<file path="config.mk">
export PLATFORM = sky130hd
export DESIGN_NAME = supervisory_reset_watchdog
export DESIGN_NICKNAME = d
export VERILOG_FILES = /design/src/hdl/supervisor_pkg.sv /design/src/hdl/pin_sync_edge.sv /design/src/hdl/supervisory_reset_watchdog.sv
export SDC_FILE = /design/constraint.sdc
export NUM_CORES = 1
export LEC_CHECK = 0
export BUFFER_PORTS_ARGS = -buffer_cell sky130_fd_sc_hd__buf_2
export CORE_UTILIZATION = 61
export DETAILED_ROUTE_END_ITERATION = 10
export HOLD_SLACK_MARGIN = 0.05
export PLACE_DENSITY = 0.79
export SLEW_MARGIN = 15
export SYNTH_ARGS = -nofsm -noshare
export SYNTH_HDL_FRONTEND = slang
export SYNTH_SLANG_ARGS = --single-unit
</file>
<file path="constraint.sdc">
create_clock -name clk_sys_i -period 2.6 [get_ports clk_sys_i]
set_clock_uncertainty 0.15 [all_clocks]
set_input_delay 0.26 -clock clk_sys_i [delete_from_list [all_inputs] [get_ports clk_sys_i]]
set_output_delay 0.26 -clock clk_sys_i [all_outputs]
set_load 0.005 [all_outputs]
</file>
<file path="src/hdl/supervisor_pkg.sv">
// Constants shared by the supervisory reset and watchdog block
package supervisor_pkg;

  // Clock
  localparam longint CLK_HZ        = 64'd20_000_000;
  localparam int     CLK_PERIOD_NS = 50;

  // Power-up reset timeout, milliseconds
  localparam longint PURST_TYP_MS = 64'd200;
  localparam longint PURST_MIN_MS = 64'd130;
  localparam longint PURST_MAX_MS = 64'd270;

  // Watchdog period, seconds
  localparam real    WDOG_PERIOD_S = 1.6;

  // Internal write time, milliseconds (maximum)
  localparam longint WR_MAX_MS = 64'd10;

  // Host wait after supply stable, milliseconds
  localparam longint PU_RD_DELAY_MS = 64'd1;
  localparam longint PU_WR_DELAY_MS = 64'd1;

  // Cycle counts derived from the times
  localparam int unsigned PURST_CYC = int'((PURST_TYP_MS * CLK_HZ) / 64'd1000);
  localparam int unsigned PURST_MIN_CYC = int'((PURST_MIN_MS * CLK_HZ + 64'd999) / 64'd1000);
  localparam int unsigned PURST_MAX_CYC = int'((PURST_MAX_MS * CLK_HZ) / 64'd1000);
  localparam int unsigned WDOG_CYC = int'($rtoi(WDOG_PERIOD_S * real'(CLK_HZ)));
  localparam int unsigned WR_CYC = int'((WR_MAX_MS * CLK_HZ) / 64'd1000);

  // Counter width, enough for the longest timeout
  localparam int CNT_W = 32;

  // Reset sequencer states
  typedef enum logic [2:0] {
    ST_UNDERV  = 3'b001,
    ST_TIMEOUT = 3'b010,
    ST_RUN     = 3'b100
  } rst_state_t;

endpackage : supervisor_pkg

</file>
<file path="src/hdl/pin_sync_edge.sv">
// Two-flop pin synchroniser with edge detection
`timescale 1ns/1ps
`default_nettype none
module pin_sync_edge #(
  parameter logic IDLE_VAL = 1'b0
) (
  // Clock and reset
  input  wire logic clk_sys_i,
  input  wire logic srst_i,
  // Pin
  input  wire logic pin_i,
  // Synchronised view
  output logic      level_o,
  output logic      rise_o,
  output logic      fall_o
);

  logic meta_r;
  logic sync_r;
  logic last_r;

  // Idle value avoids a false edge right after reset
  always_ff @(posedge clk_sys_i) begin
    if (srst_i) begin
      meta_r <= IDLE_VAL;
      sync_r <= IDLE_VAL;
      last_r <= IDLE_VAL;
    end else begin
      meta_r <= pin_i;
      sync_r <= meta_r;
      last_r <= sync_r;
    end
  end

  assign level_o = sync_r;
  assign rise_o  = sync_r & ~last_r;
  assign fall_o  = ~sync_r & last_r;

endmodule : pin_sync_edge
`default_nettype wire

</file>
<file path="src/hdl/supervisory_reset_watchdog.sv">
// Reset sequencer, watchdog and memory write gating of the supervisor
`timescale 1ns/1ps
`default_nettype none
module supervisory_reset_watchdog #(
  parameter int unsigned PURST_CYC = supervisor_pkg::PURST_CYC,
  parameter int unsigned WDOG_CYC  = supervisor_pkg::WDOG_CYC,
  parameter int unsigned WR_CYC    = supervisor_pkg::WR_CYC
) (
  // Clock and reset
  input  wire logic clk_sys_i,
  input  wire logic srst_i,
  // Supply comparator, same clock domain
  input  wire logic undervolt_i,
  // Watchdog pin
  input  wire logic watchdog_kick_in_i,
  // Active-high reset line
  input  wire logic rst_hi_i,
  output logic      rst_hi_o,
  output logic      rst_hi_oe_o,
  // Active-low reset line
  input  wire logic rst_n_i,
  output logic      rst_n_o,
  output logic      rst_n_oe_o,
  // Write protect pin
  input  wire logic write_protect_i,
  // Requests from the serial protocol engine
  input  wire logic ack_addr_req_i,
  input  wire logic ack_data_req_i,
  input  wire logic rd_low_req_i,
  input  wire logic write_stop_i,
  // Serial data line
  output logic      sda_o,
  output logic      sda_oe_o,
  // Status
  output logic      reset_active_o,
  output logic      bus_enable_o,
  output logic      prog_start_o,
  output logic      prog_busy_o,
  output logic      wdog_timeout_o
);

  localparam int CW = supervisor_pkg::CNT_W;

  function automatic logic [CW-1:0] last_cnt(input int unsigned cyc);
    last_cnt = CW'(cyc - 1);
  endfunction : last_cnt

  supervisor_pkg::rst_state_t state_r;

  logic          kick_edge;
  logic          kick_rise;
  logic          kick_fall;
  logic          hi_rise;
  logic          n_fall;
  logic          wp_level;
  logic          ext_req;
  logic          rst_active;
  logic [CW-1:0] pu_cnt_r;
  logic [CW-1:0] wd_cnt_r;
  logic          wd_to;
  logic [CW-1:0] wr_cnt_r;
  logic          busy_r;
  logic          start_r;
  logic          prog_go;
  logic          bus_en;
  logic          sda_oe_r;
  logic          sda_oe_nxt;

  // Pin synchronisers
  pin_sync_edge #(.IDLE_VAL(1'b0)) u_kick (
    .clk_sys_i (clk_sys_i),
    .srst_i    (srst_i),
    .pin_i     (watchdog_kick_in_i),
    .level_o   (),
    .rise_o    (kick_rise),
    .fall_o    (kick_fall)
  );

  pin_sync_edge #(.IDLE_VAL(1'b0)) u_rst_hi (
    .clk_sys_i (clk_sys_i),
    .srst_i    (srst_i),
    .pin_i     (rst_hi_i),
    .level_o   (),
    .rise_o    (hi_rise),
    .fall_o    ()
  );

  pin_sync_edge #(.IDLE_VAL(1'b1)) u_rst_n (
    .clk_sys_i (clk_sys_i),
    .srst_i    (srst_i),
    .pin_i     (rst_n_i),
    .level_o   (),
    .rise_o    (),
    .fall_o    (n_fall)
  );

  // Floating write protect is expected to read low
  pin_sync_edge #(.IDLE_VAL(1'b0)) u_wp (
    .clk_sys_i (clk_sys_i),
    .srst_i    (srst_i),
    .pin_i     (write_protect_i),
    .level_o   (wp_level),
    .rise_o    (),
    .fall_o    ()
  );

  assign kick_edge = kick_rise | kick_fall;
  // Edges are read only while released, so own drive never retriggers
  assign ext_req = hi_rise | n_fall;
  assign rst_active = (state_r != supervisor_pkg::ST_RUN);

  // Reset sequencer
  always_ff @(posedge clk_sys_i) begin
    if (srst_i) begin
      state_r <= supervisor_pkg::ST_UNDERV;
    end else begin
      case (state_r)
        supervisor_pkg::ST_UNDERV: begin
          if (!undervolt_i) begin
            state_r <= supervisor_pkg::ST_TIMEOUT;
          end
        end
        supervisor_pkg::ST_TIMEOUT: begin
          if (undervolt_i) begin
            state_r <= supervisor_pkg::ST_UNDERV;
          end else if (pu_cnt_r == last_cnt(PURST_CYC)) begin
            state_r <= supervisor_pkg::ST_RUN;
          end
        end
        supervisor_pkg::ST_RUN: begin
          if (undervolt_i) begin
            state_r <= supervisor_pkg::ST_UNDERV;
          end else if (ext_req || wd_to) begin
            state_r <= supervisor_pkg::ST_TIMEOUT;
          end
        end
        default: begin
          state_r <= supervisor_pkg::ST_UNDERV;
        end
      endcase
    end
  end

  // Reset timeout counter, restarted on every entry
  always_ff @(posedge clk_sys_i) begin
    if (srst_i || state_r != supervisor_pkg::ST_TIMEOUT) begin
      pu_cnt_r <= '0;
    end else if (pu_cnt_r != last_cnt(PURST_CYC)) begin
      pu_cnt_r <= pu_cnt_r + CW'(1);
    end
  end

  // Watchdog counter
  assign wd_to = (wd_cnt_r == last_cnt(WDOG_CYC));

  always_ff @(posedge clk_sys_i) begin
    if (srst_i || rst_active) begin
      wd_cnt_r <= '0;
    end else if (kick_edge || wd_to) begin
      wd_cnt_r <= '0;
    end else begin
      wd_cnt_r <= wd_cnt_r + CW'(1);
    end
  end

  // Open-drain reset drive: only the asserted level is ever driven
  assign rst_hi_o    = 1'b1;
  assign rst_n_o     = 1'b0;
  assign rst_hi_oe_o = rst_active;
  assign rst_n_oe_o  = rst_active;

  // Internal write cycle
  assign prog_go = write_stop_i & ~wp_level & ~rst_active & ~busy_r;

  always_ff @(posedge clk_sys_i) begin
    if (srst_i) begin
      busy_r   <= 1'b0;
      start_r  <= 1'b0;
      wr_cnt_r <= '0;
    end else begin
      start_r <= prog_go;
      if (prog_go) begin
        busy_r   <= 1'b1;
        wr_cnt_r <= '0;
      end else if (busy_r) begin
        if (wr_cnt_r == last_cnt(WR_CYC)) begin
          busy_r <= 1'b0;
        end else begin
          wr_cnt_r <= wr_cnt_r + CW'(1);
        end
      end
    end
  end

  // Serial data pull-down, gated by reset and write cycle; data ack also gated by protect
  assign bus_en = ~busy_r & ~rst_active;

  always_comb begin
    sda_oe_nxt = 1'b0;
    if (bus_en) begin
      sda_oe_nxt = ack_addr_req_i | rd_low_req_i | (ack_data_req_i & ~wp_level);
    end
  end

  always_ff @(posedge clk_sys_i) begin
    if (srst_i) begin
      sda_oe_r <= 1'b0;
    end else begin
      sda_oe_r <= sda_oe_nxt;
    end
  end

  // Line is never driven high
  assign sda_o    = 1'b0;
  assign sda_oe_o = sda_oe_r;

  assign reset_active_o = rst_active;
  assign bus_enable_o   = bus_en;
  assign prog_start_o   = start_r;
  assign prog_busy_o    = busy_r;
  assign wdog_timeout_o = wd_to;

  // Checks
  property p_wd_timeout_len;
    @(posedge clk_sys_i) disable iff (srst_i)
      wd_to |-> (state_r == supervisor_pkg::ST_RUN) && (wd_cnt_r == last_cnt(WDOG_CYC));
  endproperty
  a_wd_timeout_len: assert property (p_wd_timeout_len) else $error("watchdog fired early");

  property p_kick_clears;
    @(posedge clk_sys_i) disable iff (srst_i)
      kick_edge |=> wd_cnt_r == '0;
  endproperty
  a_kick_clears: assert property (p_kick_clears) else $error("kick did not clear");

  property p_wd_resets;
    @(posedge clk_sys_i) disable iff (srst_i)
      (wd_to && !undervolt_i) |=> (state_r == supervisor_pkg::ST_TIMEOUT) && rst_hi_oe_o
        && rst_n_oe_o && pu_cnt_r == '0;
  endproperty
  a_wd_resets: assert property (p_wd_resets) else $error("no reset after timeout");

  property p_wd_held;
    @(posedge clk_sys_i) disable iff (srst_i)
      rst_active |=> wd_cnt_r == '0;
  endproperty
  a_wd_held: assert property (p_wd_held) else $error("watchdog counted in reset");

  property p_release_time;
    @(posedge clk_sys_i) disable iff (srst_i)
      $rose(state_r == supervisor_pkg::ST_RUN) |-> $past(pu_cnt_r) == last_cnt(PURST_CYC)
        && $past(state_r) == supervisor_pkg::ST_TIMEOUT;
  endproperty
  a_release_time: assert property (p_release_time) else $error("early release");

  property p_released;
    @(posedge clk_sys_i) disable iff (srst_i)
      (state_r == supervisor_pkg::ST_RUN) |-> !rst_hi_oe_o && !rst_n_oe_o;
  endproperty
  a_released: assert property (p_released) else $error("reset driven in run");

  property p_undervolt;
    @(posedge clk_sys_i) disable iff (srst_i)
      undervolt_i |=> (state_r == supervisor_pkg::ST_UNDERV) && rst_hi_oe_o && rst_n_oe_o;
  endproperty
  a_undervolt: assert property (p_undervolt) else $error("undervoltage not reset");

  property p_ext_edge;
    @(posedge clk_sys_i) disable iff (srst_i)
      (ext_req && !undervolt_i && !rst_active) |=> (state_r == supervisor_pkg::ST_TIMEOUT)
        && pu_cnt_r == '0 ##1 rst_hi_oe_o;
  endproperty
  a_ext_edge: assert property (p_ext_edge) else $error("manual reset missed");

  property p_ext_low;
    @(posedge clk_sys_i) disable iff (srst_i)
      (n_fall && !undervolt_i && !rst_active) |=> rst_n_oe_o;
  endproperty
  a_ext_low: assert property (p_ext_low) else $error("low-line reset missed");

  property p_wp_block;
    @(posedge clk_sys_i) disable iff (srst_i)
      wp_level |=> !start_r;
  endproperty
  a_wp_block: assert property (p_wp_block) else $error("program under protect");

  property p_prog_len;
    @(posedge clk_sys_i) disable iff (srst_i)
      busy_r |-> wr_cnt_r <= last_cnt(WR_CYC);
  endproperty
  a_prog_len: assert property (p_prog_len) else $error("write cycle too long");

  property p_busy_quiet;
    @(posedge clk_sys_i) disable iff (srst_i)
      busy_r |=> !sda_oe_r;
  endproperty
  a_busy_quiet: assert property (p_busy_quiet) else $error("bus active in write");

  property p_reset_quiet;
    @(posedge clk_sys_i) disable iff (srst_i)
      rst_active |=> !sda_oe_o;
  endproperty
  a_reset_quiet: assert property (p_reset_quiet) else $error("ack during reset");

  c_wd_timeout: cover property (@(posedge clk_sys_i) disable iff (srst_i) wd_to);
  c_manual: cover property (@(posedge clk_sys_i) disable iff (srst_i) ext_req && !rst_active);
  c_prog: cover property (@(posedge clk_sys_i) disable iff (srst_i) start_r ##1 busy_r);
  c_powerup: cover property (@(posedge clk_sys_i) disable iff (srst_i)
    $rose(state_r == supervisor_pkg::ST_RUN));

endmodule : supervisory_reset_watchdog
`default_nettype wire

</file>
==> qor.txt <==
Clock latency on the worst-skew pair: 0.52 ns
Leakage power figure: 2.13 nW
Commonest register cell after synthesis: sky130_fd_sc_hd__dfxtp_1
Critical Setup Path Class: flop to output pin
Placeable Area: 0.00830 mm^2
Count of flip-flops with a built-in enable after synthesis: 0
Share of synthesized area occupied by flip-flops and latches: 42.8%
Cell Area, Synth: 0.00529 mm^2
Top-level I/O count: 22
Total number of clock tree sinks: 113
Critical path startpoint category: flop
Relative max-transition margin: 62.7%
DRC violation count after routing: 0
Largest net degree at the start of global routing: 33
Unrepaired setup endpoints after global routing: false
Max VDD drop: 0.608 mV
Filler cell count: 595
Rows: 33
Clock buffer depth: 2
Total power of the final layout: 4.11 mW
Final design instance area without fill: 0.00622 mm^2
Final-report setup violation count: 0
Portion of synthesized cell area occupied by the leading cell type: 42.8%
CTS buffer count: 17
1st-pass router iterations: 4
Clock slew seen by the registers of the worst setup and hold paths: 0.06 ns
Post-Layout Cell Count: 768
Fraction of registers with async set/reset: 0%
Reported max-cap violation count: 0
Final-report hold violation count: 0
Library cell used as clock root buffer: sky130_fd_sc_hd__clkbuf_8
TritonCTS clock tree: built
Largest fanout on the critical path: 9
Number of port buffers: 18
Layout Area Growth over Synthesis: 17.7%
Largest area contributor in the netlist: sky130_fd_sc_hd__dfxtp_1
Chip Width: 95.1 um
Launch instance of the worst register-to-register path: wr_cnt_r[0]
Setup TNS: 0 ns
Max H-tree Level: 4
Die span in y: 95.1 um
Top cells by area, synth: sky130_fd_sc_hd__dfxtp_1, sky130_fd_sc_hd__xor2_1, sky130_fd_sc_hd__nor2_1
All-Layer GR Usage: 29.2%
DRT antenna net count: 0
Time the final worst path needs with I/O delays and setup: 2.43 ns
Crit share post-route: 93.6%
Pre-CTS WS: 0.400 ns
Total number of yosys warnings: 0
Placed wire-length estimate: 7.50 mm
Synth cell types: 58
Pwr per Cell Area: 660 mW/mm^2
Area post-placement: 0.00551 mm^2
Slew at the pin closest to its max-slew limit: 0.557 ns
Post-cts hold buffer count: 12
Depth of the worst register-to-register path: 6
Final worst slack: 0.167 ns
Post-CTS setup buffers: 0
Endpoint required time on the critical path: 2.19 ns
Fraction of layout cells with a size suffix above 1: 12.5%
Initial DRC count: 228
Die Area: 0.00905 mm^2
Outcome: completed
Ant. Diodes: 0
Final Routed Wirelength: 12.2 mm
Count of nets after finishing: 664
Commonest non-fill, non-tap cells in the layout: sky130_fd_sc_hd__dfxtp_1, sky130_fd_sc_hd__nor2_1, sky130_fd_sc_hd__nand2_1
Placed Instances: 724
Via density per instance: 6.11
Most common library cell in the layout ignoring fill and taps: sky130_fd_sc_hd__dfxtp_1
Initial Utilization: 63.7%
FF-to-FF End: wr_cnt_r[30]
Arrival time reported for the critical path endpoint: 2.02 ns
CP endpoint kind: output pin
Routed wirelength normalized by instance count: 15.9 um
Worst Setup EP: wdog_timeout_o
Mean Syn Cell Area: 8.66 um^2
Post-Route Utilization: 75.0%
Initial antenna violation count: 0
Gpl congestion: 0.824
Register-to-register path setup slack: 0.31 ns
Final Slew Violations: 0
Worst slack on hold paths: 0.262 ns
Synthesis-stage register bit count: 113
First-pass GRT wire length: 20.4 mm
Total global routing overflow: 0
Number of instances in the synthesized netlist: 611
Via count of the first global-routing pass: 4,399
Worst Setup SP: wd_cnt_r[21]
Max Clock Freq: 411 MHz
Via count: 4,693
Class of the most critical hold timing path: flop to flop
Resized cells post-CTS: 0
## final cells by class
| class | count | area, um^2 | share of cell area, % |
|---|---|---|---|
| multi-input cells | 459 | 2850 | 45.8 |
| flip-flops and latches | 113 | 2260 | 36.3 |
| clock buffers | 19 | 442 | 7.10 |
| repair buffers | 45 | 335 | 5.39 |
| clock inverters | 13 | 151 | 2.43 |
| well taps | 105 | 131 | 2.11 |
| inverters | 14 | 52.6 | 0.844 |
## critical path: stages, from the launching register on
cell and delay (ns):
sky130_fd_sc_hd__dfxtp_1 0.41, sky130_fd_sc_hd__nand4_2 0.25, sky130_fd_sc_hd__or4_1 0.47, sky130_fd_sc_hd__nor3_2 0.20, sky130_fd_sc_hd__buf_2 0.17
## state kept, by name, indices dropped and copies added (netlist names)
name	flops
prog_busy_o	1
prog_start_o	1
pu_cnt_r	32
sda_oe_o	1
state_r	3
u_kick.last_r	1
u_kick.level_o	1
u_kick.meta_r	1
u_rst_hi.last_r	1
u_rst_hi.level_o	1
u_rst_hi.meta_r	1
u_rst_n.last_r	1
u_rst_n.level_o	1
u_rst_n.meta_r	1
u_wp.level_o	1
u_wp.meta_r	1
wd_cnt_r	32
wr_cnt_r	32
## metal layers
layer	vias to the layer above	track usage (%)	routed length, um
met2	147	48.4	6020
met4	0	10.7	154
met3	21	7.74	620
met1	2232	36.2	5450
li1	2293	-	-
met5	-	0	0
## worst min path at each step
| stage | from | endpoint | cells past startpoint |
|---|---|---|---|
| CTS | u_rst_n.meta_r | u_rst_n.level_o | 1 |
| global placement | u_rst_n.meta_r | u_rst_n.level_o | 1 |
| detailed placement | u_rst_n.meta_r | u_rst_n.level_o | 1 |
| floorplan | undervolt_i | state_r[0] | 2 |
| finish | u_rst_n.meta_r | u_rst_n.level_o | 1 |
| global route | u_rst_n.meta_r | u_rst_n.level_o | 1 |
## Yosys cell counts, drive strengths merged, types with 6 or more instances
library cell    n
a21oi          29
and2            8
and3           12
and4           13
buf            15
clkbuf         11
dfxtp         113
inv            14
nand2          42
nand3          35
nand4          41
nor2           72
nor2b          10
nor3           15
nor4           15
nor4b           6
o21ai          21
o31ai           8
or3            19
or4            14
xnor2          20
xor2           35
## kinds of logic (layout without fill, tap and decap cells)
kind of cell / count (synthesis) / in the layout / synth area share [%]
AO/OA/AOI/OAI: 81 / 81 / 9.39
XOR/XNOR: 55 / 55 / 9.11
adder cells (fa/ha/maj): 3 / 3 / 0.710
buffers and inverters: 40 / 91 / 3.52
flip-flops: 113 / 113 / 42.8
multiplexers: 2 / 2 / 0.378
other: 2 / 3 / 0.142
AND/OR/NAND/NOR: 315 / 315 / 34.0
## power breakdown
| part | internal (mW) | switching (mW) | leakage [nW] |
|---|---|---|---|
| registers | 1.74 | 0.00579 | 0.912 |
| logic | 0.0323 | 0.0340 | 0.940 |
| clock network | 1.43 | 0.868 | 0.278 |
| total | 3.20 | 0.908 | 2.13 |
(Power assumes the default switching activity.)
